**src/verilog/sram_wr_pkg.sv**
```systemverilog
// Notes on behaviour
// memory writes during select, enable, lane overlap
// assert all three strobes before write starts
// first strobe released ends the write
// data stable around terminating edge
// memory drives until output-off interval elapses
// never drive bus while memory outputs active
// with output enable low, wait float interval
// memory drives old read data until float
// keep output enable high during writes
// lane-controlled writes meet pulse and float
// no old data if output enable raised first
// retention: hold all inputs inactive like select
// lower lane bits 0-7, upper lane bits 8-15
package sram_wr_pkg;
	localparam int addr_w = 21;
	localparam int data_w = 16;
	localparam int clk_period_ns = 8;
	// timing figures in ns
	localparam int output_off_float_time = 5;
	localparam int write_to_float_time = 4;
	localparam int write_pulse_width = 10;
	localparam int addr_setup_time = 0;
	localparam int data_setup_ns = 6;
	localparam int data_hold_ns = 0;
	localparam int write_cycle_ns = 10;
	// least times round up, never below one cycle
	function automatic int cyc_up(input int ns);
		int c;
		c = (ns + clk_period_ns - 1) / clk_period_ns;
		return (c < 1) ? 1 : c;
	endfunction
	localparam int oe_off_cyc = cyc_up(output_off_float_time);
	localparam int we_float_cyc = cyc_up(write_to_float_time);
	localparam int pulse_cyc = cyc_up(write_pulse_width);
	localparam int setup_cyc = cyc_up(data_setup_ns);
	localparam int hold_cyc = cyc_up(data_hold_ns);
	localparam int recover_cyc = cyc_up(write_cycle_ns);
	localparam logic [3:0] pulse_cyc4 = 4'(pulse_cyc);

	typedef struct packed {
		logic [addr_w-1:0] addr;
		logic [data_w-1:0] data;
		logic [1:0] lanes;
	} wr_req_s;

	typedef struct packed {
		logic chip_sel_n;
		logic write_en_n;
		logic out_en_n;
		logic upper_lane_sel_n;
		logic lower_lane_sel_n;
	} strobes_s;

	typedef enum logic [2:0] {st_idle, st_float, st_strobe, st_hold, st_recover} wr_state_e;
endpackage

```
**src/verilog/sram_write_host.sv**
```systemverilog
`timescale 1ns/100ps
module sram_write_host (
	// clock and reset
	input wire logic sys_clk,
	input wire logic reset,
	// write request
	input wire logic req_valid,
	input wire sram_wr_pkg::wr_req_s req,
	output logic req_ready,
	output logic wr_done,
	// low-power retention request
	input wire logic retain,
	output logic retaining,
	// memory pins
	output logic [sram_wr_pkg::addr_w-1:0] mem_addr,
	output sram_wr_pkg::strobes_s mem_strobes,
	output logic [sram_wr_pkg::data_w-1:0] mem_data_out,
	output logic mem_data_oe
);
	import sram_wr_pkg::*;

	// an empty lane mask asks for no byte at all
	function automatic logic lanes_empty(input logic [1:0] lanes);
		return ~|lanes;
	endfunction

	wr_state_e state_reg, state_next;
	logic [3:0] cnt_reg, cnt_next;
	wr_req_s req_reg, req_next;
	strobes_s strb_reg, strb_next;
	logic oe_reg, oe_next;
	logic rdy_reg, rdy_next;
	logic done_reg, done_next;
	logic ret_reg, ret_next;

	localparam strobes_s idle_strobes = '{1'b1, 1'b1, 1'b1, 1'b1, 1'b1};

	always_comb begin
		state_next = state_reg;
		cnt_next = cnt_reg;
		req_next = req_reg;
		strb_next = strb_reg;
		oe_next = oe_reg;
		rdy_next = 1'b0;
		done_next = 1'b0;
		ret_next = ret_reg;
		case (state_reg)
			st_idle: begin
				strb_next = idle_strobes;
				oe_next = 1'b0;
				ret_next = retain;
				if (retain) begin
					// all inputs parked at the select's inactive level
					req_next = '1;
				end else if (req_valid && rdy_reg) begin
					req_next = req;
					state_next = st_float;
					// memory may still drive read data: output enable is high, wait off time
					cnt_next = 4'(oe_off_cyc);
				end else begin
					rdy_next = 1'b1;
				end
			end
			st_float: begin
				if (cnt_reg <= 4'd1 && lanes_empty(req_reg.lanes)) begin
					// nothing selected: a strobe pulse would write nothing, so skip it
					done_next = 1'b1;
					cnt_next = 4'(recover_cyc);
					state_next = st_recover;
				end else if (cnt_reg <= 4'd1) begin
					// all three strobes fall together, lanes from the request
					strb_next.chip_sel_n = 1'b0;
					strb_next.write_en_n = 1'b0;
					strb_next.lower_lane_sel_n = ~req_reg.lanes[0];
					strb_next.upper_lane_sel_n = ~req_reg.lanes[1];
					// float time after write enable covers the output-low case too
					cnt_next = 4'(we_float_cyc);
					state_next = st_strobe;
				end else begin
					cnt_next = cnt_reg - 4'd1;
				end
			end
			st_strobe: begin
				if (!oe_reg && cnt_reg <= 4'd1) begin
					oe_next = 1'b1;
					cnt_next = 4'(setup_cyc);
				end else if (oe_reg && cnt_reg <= 4'd1) begin
					// write enable alone terminates; data still driven across the edge
					strb_next.write_en_n = 1'b1;
					cnt_next = 4'(hold_cyc);
					state_next = st_hold;
				end else begin
					cnt_next = cnt_reg - 4'd1;
				end
			end
			st_hold: begin
				if (cnt_reg <= 4'd1) begin
					strb_next = idle_strobes;
					oe_next = 1'b0;
					done_next = 1'b1;
					cnt_next = 4'(recover_cyc);
					state_next = st_recover;
				end else begin
					cnt_next = cnt_reg - 4'd1;
				end
			end
			st_recover: begin
				if (cnt_reg <= 4'd1) begin
					state_next = st_idle;
				end else begin
					cnt_next = cnt_reg - 4'd1;
				end
			end
			default: state_next = st_idle;
		endcase
	end

	always_ff @(posedge sys_clk or posedge reset) begin
		if (reset) begin
			state_reg <= st_idle;
			cnt_reg <= 4'h0;
			req_reg <= '1;
			strb_reg <= '{1'b1, 1'b1, 1'b1, 1'b1, 1'b1};
			oe_reg <= 1'b0;
			rdy_reg <= 1'b0;
			done_reg <= 1'b0;
			ret_reg <= 1'b0;
		end else begin
			state_reg <= state_next;
			cnt_reg <= cnt_next;
			req_reg <= req_next;
			strb_reg <= strb_next;
			oe_reg <= oe_next;
			rdy_reg <= rdy_next;
			done_reg <= done_next;
			ret_reg <= ret_next;
		end
	end

	assign req_ready = rdy_reg;
	assign wr_done = done_reg;
	assign retaining = ret_reg;
	assign mem_addr = req_reg.addr;
	assign mem_strobes = strb_reg;
	assign mem_data_out = req_reg.data;
	assign mem_data_oe = oe_reg;

	// write strobe low spans float wait plus data setup
	logic [3:0] wlow_reg;
	always_ff @(posedge sys_clk or posedge reset) begin
		if (reset) begin
			wlow_reg <= 4'h0;
		end else begin
			wlow_reg <= strb_reg.write_en_n ? 4'h0 : wlow_reg + 4'd1;
		end
	end

	a_oe_high_write: assert property (@(posedge sys_clk) disable iff (reset)
		!strb_reg.write_en_n |-> strb_reg.out_en_n) else $error("output enable low in write");
	a_drive_after_float: assert property (@(posedge sys_clk) disable iff (reset)
		$rose(oe_reg) |-> $past(!strb_reg.write_en_n, we_float_cyc))
		else $error("data driven before float");
	a_strobes_together: assert property (@(posedge sys_clk) disable iff (reset)
		$fell(strb_reg.write_en_n) |-> !strb_reg.chip_sel_n &&
		!(strb_reg.lower_lane_sel_n && strb_reg.upper_lane_sel_n))
		else $error("write started without all strobes");
	a_data_over_edge: assert property (@(posedge sys_clk) disable iff (reset)
		$rose(strb_reg.write_en_n) |-> oe_reg && $stable(mem_data_out))
		else $error("data not held at write end");
	a_pulse_width: assert property (@(posedge sys_clk) disable iff (reset)
		$rose(strb_reg.write_en_n) |-> wlow_reg >= pulse_cyc4)
		else $error("write pulse too short");
	a_we_ends_first: assert property (@(posedge sys_clk) disable iff (reset)
		$rose(strb_reg.write_en_n) |-> !strb_reg.chip_sel_n)
		else $error("write not ended by write enable");
	a_retain_idle: assert property (@(posedge sys_clk) disable iff (reset)
		ret_reg |-> strb_reg == idle_strobes && !oe_reg && &req_reg)
		else $error("inputs not parked in retention");
	a_lane_map: assert property (@(posedge sys_clk) disable iff (reset)
		$fell(strb_reg.write_en_n) |-> strb_reg.lower_lane_sel_n == ~req_reg.lanes[0] &&
		strb_reg.upper_lane_sel_n == ~req_reg.lanes[1])
		else $error("lane selects wrong");
	a_float_wait: assert property (@(posedge sys_clk) disable iff (reset)
		$fell(strb_reg.write_en_n) |-> !oe_reg) else $error("drove during off time");

	// pin discipline around every write and while parked
	a_cs_covers_we: assert property (@(posedge sys_clk) disable iff (reset)
		!strb_reg.write_en_n |-> !strb_reg.chip_sel_n)
		else $error("write enable low without select");
	a_empty_no_strobe: assert property (@(posedge sys_clk) disable iff (reset)
		$fell(strb_reg.chip_sel_n) |-> !lanes_empty(req_reg.lanes))
		else $error("select lowered with no lane");
	a_setup_before_end: assert property (@(posedge sys_clk) disable iff (reset)
		$rose(strb_reg.write_en_n) |-> $past(oe_reg, setup_cyc))
		else $error("data setup short at write end");
	a_data_held_drive: assert property (@(posedge sys_clk) disable iff (reset)
		oe_reg |-> $stable(mem_data_out))
		else $error("data moved while driven");
	a_addr_held_write: assert property (@(posedge sys_clk) disable iff (reset)
		!strb_reg.chip_sel_n |-> $stable(mem_addr))
		else $error("address moved while selected");
	a_oe_in_write: assert property (@(posedge sys_clk) disable iff (reset)
		oe_reg |-> !strb_reg.write_en_n || state_reg == st_hold)
		else $error("data driven outside write");
	a_done_released: assert property (@(posedge sys_clk) disable iff (reset)
		done_reg |-> strb_reg == idle_strobes && !oe_reg)
		else $error("done before strobes released");
	a_ready_parked: assert property (@(posedge sys_clk) disable iff (reset)
		rdy_reg |-> strb_reg == idle_strobes && !oe_reg && state_reg == st_idle)
		else $error("ready while pins active");
	a_retain_no_ready: assert property (@(posedge sys_clk) disable iff (reset)
		ret_reg |-> !rdy_reg)
		else $error("ready during retention");
	a_retain_from_idle: assert property (@(posedge sys_clk) disable iff (reset)
		$rose(ret_reg) |-> $past(state_reg) == st_idle)
		else $error("retention entered mid write");

	c_full_word: cover property (@(posedge sys_clk) $rose(oe_reg) && req_reg.lanes == 2'b11);
	c_low_byte: cover property (@(posedge sys_clk) $rose(oe_reg) && req_reg.lanes == 2'b01);
	c_retain: cover property (@(posedge sys_clk) $rose(ret_reg));
	c_done: cover property (@(posedge sys_clk) done_reg ##1 !done_reg [*2] ##1 rdy_reg);
	c_no_lanes: cover property (@(posedge sys_clk) $rose(done_reg) && lanes_empty(req_reg.lanes));
endmodule

```
**config.mk**
```make
export PLATFORM = sky130hd
export DESIGN_NAME = sram_write_host
export DESIGN_NICKNAME = d
export VERILOG_FILES = /design/src/verilog/sram_wr_pkg.sv /design/src/verilog/sram_write_host.sv
export SDC_FILE = /design/constraint.sdc
export NUM_CORES = 1
export LEC_CHECK = 0
export BUFFER_PORTS_ARGS = -buffer_cell sky130_fd_sc_hd__buf_2
export CAP_MARGIN = 20
export CORE_UTILIZATION = 30
export DETAILED_ROUTE_END_ITERATION = 8
export PLACE_DENSITY = 0.62
export SLEW_MARGIN = 10
export SYNTH_ARGS = -nofsm -noshare
export SYNTH_HDL_FRONTEND = slang
export SYNTH_SLANG_ARGS = --single-unit
```
**constraint.sdc**
```tcl
create_clock -name sys_clk -period 1.6 [get_ports sys_clk]
set_input_delay 0.32 -clock sys_clk [delete_from_list [all_inputs] [get_ports sys_clk]]
set_output_delay 0.32 -clock sys_clk [all_outputs]
set_load 0.01 [all_outputs]
```
==> summary.md <==
| Metric | Value |
|---|---|
| Async set-reset flop share out of synthesis | 1.00 |
| Tcrit/Tclk final | 1.01 |
| Fraction of layout cells with a size suffix above 1 | 0.605 |
| CP Launch Type | flop |
| Final slew viol count | 0 |
| Cells taking the most area after synthesis | dfstp_2 43%, o22a_1 13%, buf_4 11% |
| Die Y | ~96 um |
| Crit path cell chain | buf_12, ha_4, or2_4, a21oi_4, xnor2_1, a221oi_1 |
| Finished Cell Area | 3170 um^2 |
| N_diodes | 0 |
| Layout net count | 335 |
| Distinct cells, synth | 45 |
| Antenna Nets Post-Route | 0 |
| Kind of critical path | reg -> reg |
| Worst-path clk slew | 0.09 ns |
| Clk Tree Root Cell | clkbuf_8 |
| Pleak | 1.30 nW |
| Gate Count Post-Synth | around 230 |
| Global Route Usage Sum | 0.121 |
| Syn Nets | 273 |
| CP max stage delay | 0.46 ns |
| Critical Path End Type | flop |
| Largest register FFs | 21 |
| Max FO, Critical Path | 4 |
| Final hold violation count | 0 |
| Post-synthesis sequential area ratio | 0.532 |
| GR met2 Demand/Resource | 0.214 |
| DRT iter0 DRCs | between 40 and 50 |
| Post-synth top flop | dfstp_2 |
| DIE WIDTH | 95.8 um |
| Top Ports | about 90 |
| CTS tree | built |
| Post-synth EDFFs | 0 |
| Worst-case vdd ir drop | 1.06 mV |
| Area fraction of the dominant cell type after synthesis | 0.428 |
| GRT overflow | 0 |
| Clk_lat worst skew | 0.29 ns |
| Syn_area_per_cell | 11.6 um^2 |
| Register bit total from synthesis | 54 |
| Most Crowded Layer GR | met2 |
| Area post-placement | between 2000 and 3000 um^2 |
| Fmax | 619 MHz |
| Final WL | 5510 um |
| Synth cell count leaders | 43 x dfstp_2, 40 x o22a_1, 39 x buf_4 |
| Largest net degree at the start of global routing | 31 |
| Vias in the first global route | between 1500 and 2000 |
| Met1 usage | 0.150 |
| Slowest-stage cell, CP | dfrtp_2 |
| Drt wl/cell | between 10 and 15 um |
| Cell area power density | roughly 1800 nW/um^2 |
| Antenna violations before repair | 0 |
| Vias | about 1900 |
| Clk sinks | 54 |
| Total power | a little under 0.006 W |
| Placer congestion estimate | between 0.8 and 0.9 |
| Via density | between 4 and 5 |
| Critical path required time | 1.80 ns |
| Total die area | slightly above 9000 um^2 |
| First-pass GRT wire length | 8650 um |
| DP HPWL | 4000 um |
| Number of buffers created by CTS | 5 |
| Hold-fix buffers at CTS | 0 |
| Synth Cell Area | 2640 um^2 |
| Max Buffers Root-to-Sink | 2 |
| Clk_skew | 0.00697 ns |
| Status | finished with violations |
| Cell with the most instances after synthesis | dfstp_2 |
| IO buf count | 87 |
| Worst Path Arrival | approximately 1.8 ns |
| Warnings, synthesis | 0 |
| Initial DRT Pass Iterations | 4 |
| Worst hold-check path type | in -> async |
| Final min period | 1.62 ns |
| Failing checks | setup timing |
| Initial core utilization | 0.315 |
| RSZ-0062 raised after global routing | yes |
| Setup ws final | -0.0164 ns |
| Core ar. | 8380 um^2 |
| Area grow syn2layout | 20.1% |
| Final setup vio count | 2 |
| Leading area contributor after synthesis | dfstp_2 |
| H-tree depth | 2 |
| Max cap viols | 0 |
| Std-Cell Rows | 33 |
| DRC viols | 0 |
| Met3 capacity usage during global routing | 0.0261 |
logic make-up (layout without fill, tap and decap cells):
logic type,Yosys count,after routing,share of synthesized area
xor gates and xnor gates,1,1,0.00332
and+or+nand+nor,43,43,0.0901
other,1,1,0.00142
buffers and inverters,56,119,0.148
AOI/OAI and AO/OA,69,69,0.208
DFF,54,54,0.532
adders and majority gates,3,3,0.0133
muxes,1,1,0.00379
metal layers:
layer | routed length (um) | vias up
met5 | 0 | -
met4 | 57 | 0
met3 | 335 | 8
met2 | 2720 | 67
met1 | 2400 | 881
li1 | - | 905
layout by cell type (no fill, tap or decap), drive strengths merged, types with 2 or more instances in the layout:
cell type / netlist / final
dfstp: 43 / 43
nor3: 6 / 6
or2: 3 / 3
or3: 2 / 2
nand2: 11 / 11
nor2b: 2 / 2
buf: 47 / 105
dfrtp: 11 / 11
o22a: 40 / 40
o31ai: 2 / 2
a221oi: 2 / 2
inv: 6 / 6
a31oi: 3 / 3
ha: 2 / 2
clkbuf: 3 / 7
a21oi: 9 / 9
nor2: 16 / 16
o21ai: 3 / 3
what timing repair did:
| item | 4_1_cts | 5_1_grt |
|---|---|---|
| setup buffers | 1 | 3 |
| pin swaps | 0 | 11 |
| resized for setup | 4 | 12 |
| setup endpoints to repair | 4 | 8 |
critical path: cells and delay by family, from the launching register on:
kind / cells / cell delay (ns)
DFF: 1 / 0.46
AOI/OAI and AO/OA: 2 / 0.41
and+or+nand+nor: 1 / 0.26
adders and majority gates: 1 / 0.16
buffers and inverters: 1 / 0.14
xor gates and xnor gates: 1 / 0.08
report_power, final:
group | leakage, nW | switching [W] | internal (W) | total [W]
Sequential | 0.593 | 0.000253 | 0.00195 | 0.00220
Combinational | 0.663 | 0.00148 | 0.00134 | 0.00282
Clock | 0.0482 | 0.000408 | 0.000350 | 0.000758
Total | 1.30 | 0.00214 | 0.00363 | 0.00578
area by class of cell:
| class | count | area, um^2 |
|---|---|---|
| clock buffers | 7 | 86.3 |
| clock inverters | 1 | 5.00 |
| fillers | 855 | 5210 |
| inverters | 6 | 22.5 |
| multi-input cells | 118 | 906 |
| flip-flops and latches | 54 | 1410 |
| well taps | 105 | 131 |
| repair buffers | 105 | 612 |
metrics by stage:
step	setup WS, ns	instances	hold WS (ns)	setup TNS [ns]	utilization
3_5_place_dp	-0.0465	384	0.438	-0.0520	0.354
2_1_floorplan	0.0112	228	0.425	0	-
5_1_grt	-0.0655	396	0.135	-0.148	0.378
6_report	-0.0164	396	0.102	-0.0192	0.378
3_3_place_gp	0.00141	384	0.435	0	0.354
4_1_cts	0.000788	393	0.101	0	0.368
worst paths after layout:
| kind | startpoint | end | slack (ns) | cells after the start |
|---|---|---|---|---|
| hold / removal | reset | retaining | 0.10 | 3 |
| min in group sys_clk | req[25] | mem_addr[7] | 0.23 | 2 |
| setup / recovery | cnt_reg[0] | cnt_reg[0] | -0.02 | 6 |
| setup reg to reg | cnt_reg[0] | cnt_reg[0] | -0.02 | 6 |
| hold reg to reg | retaining | retaining | 0.49 | 2 |
| max in group asynchronous | reset | req_reg[0] | 1.17 | 3 |
(Power assumes the default switching activity.)
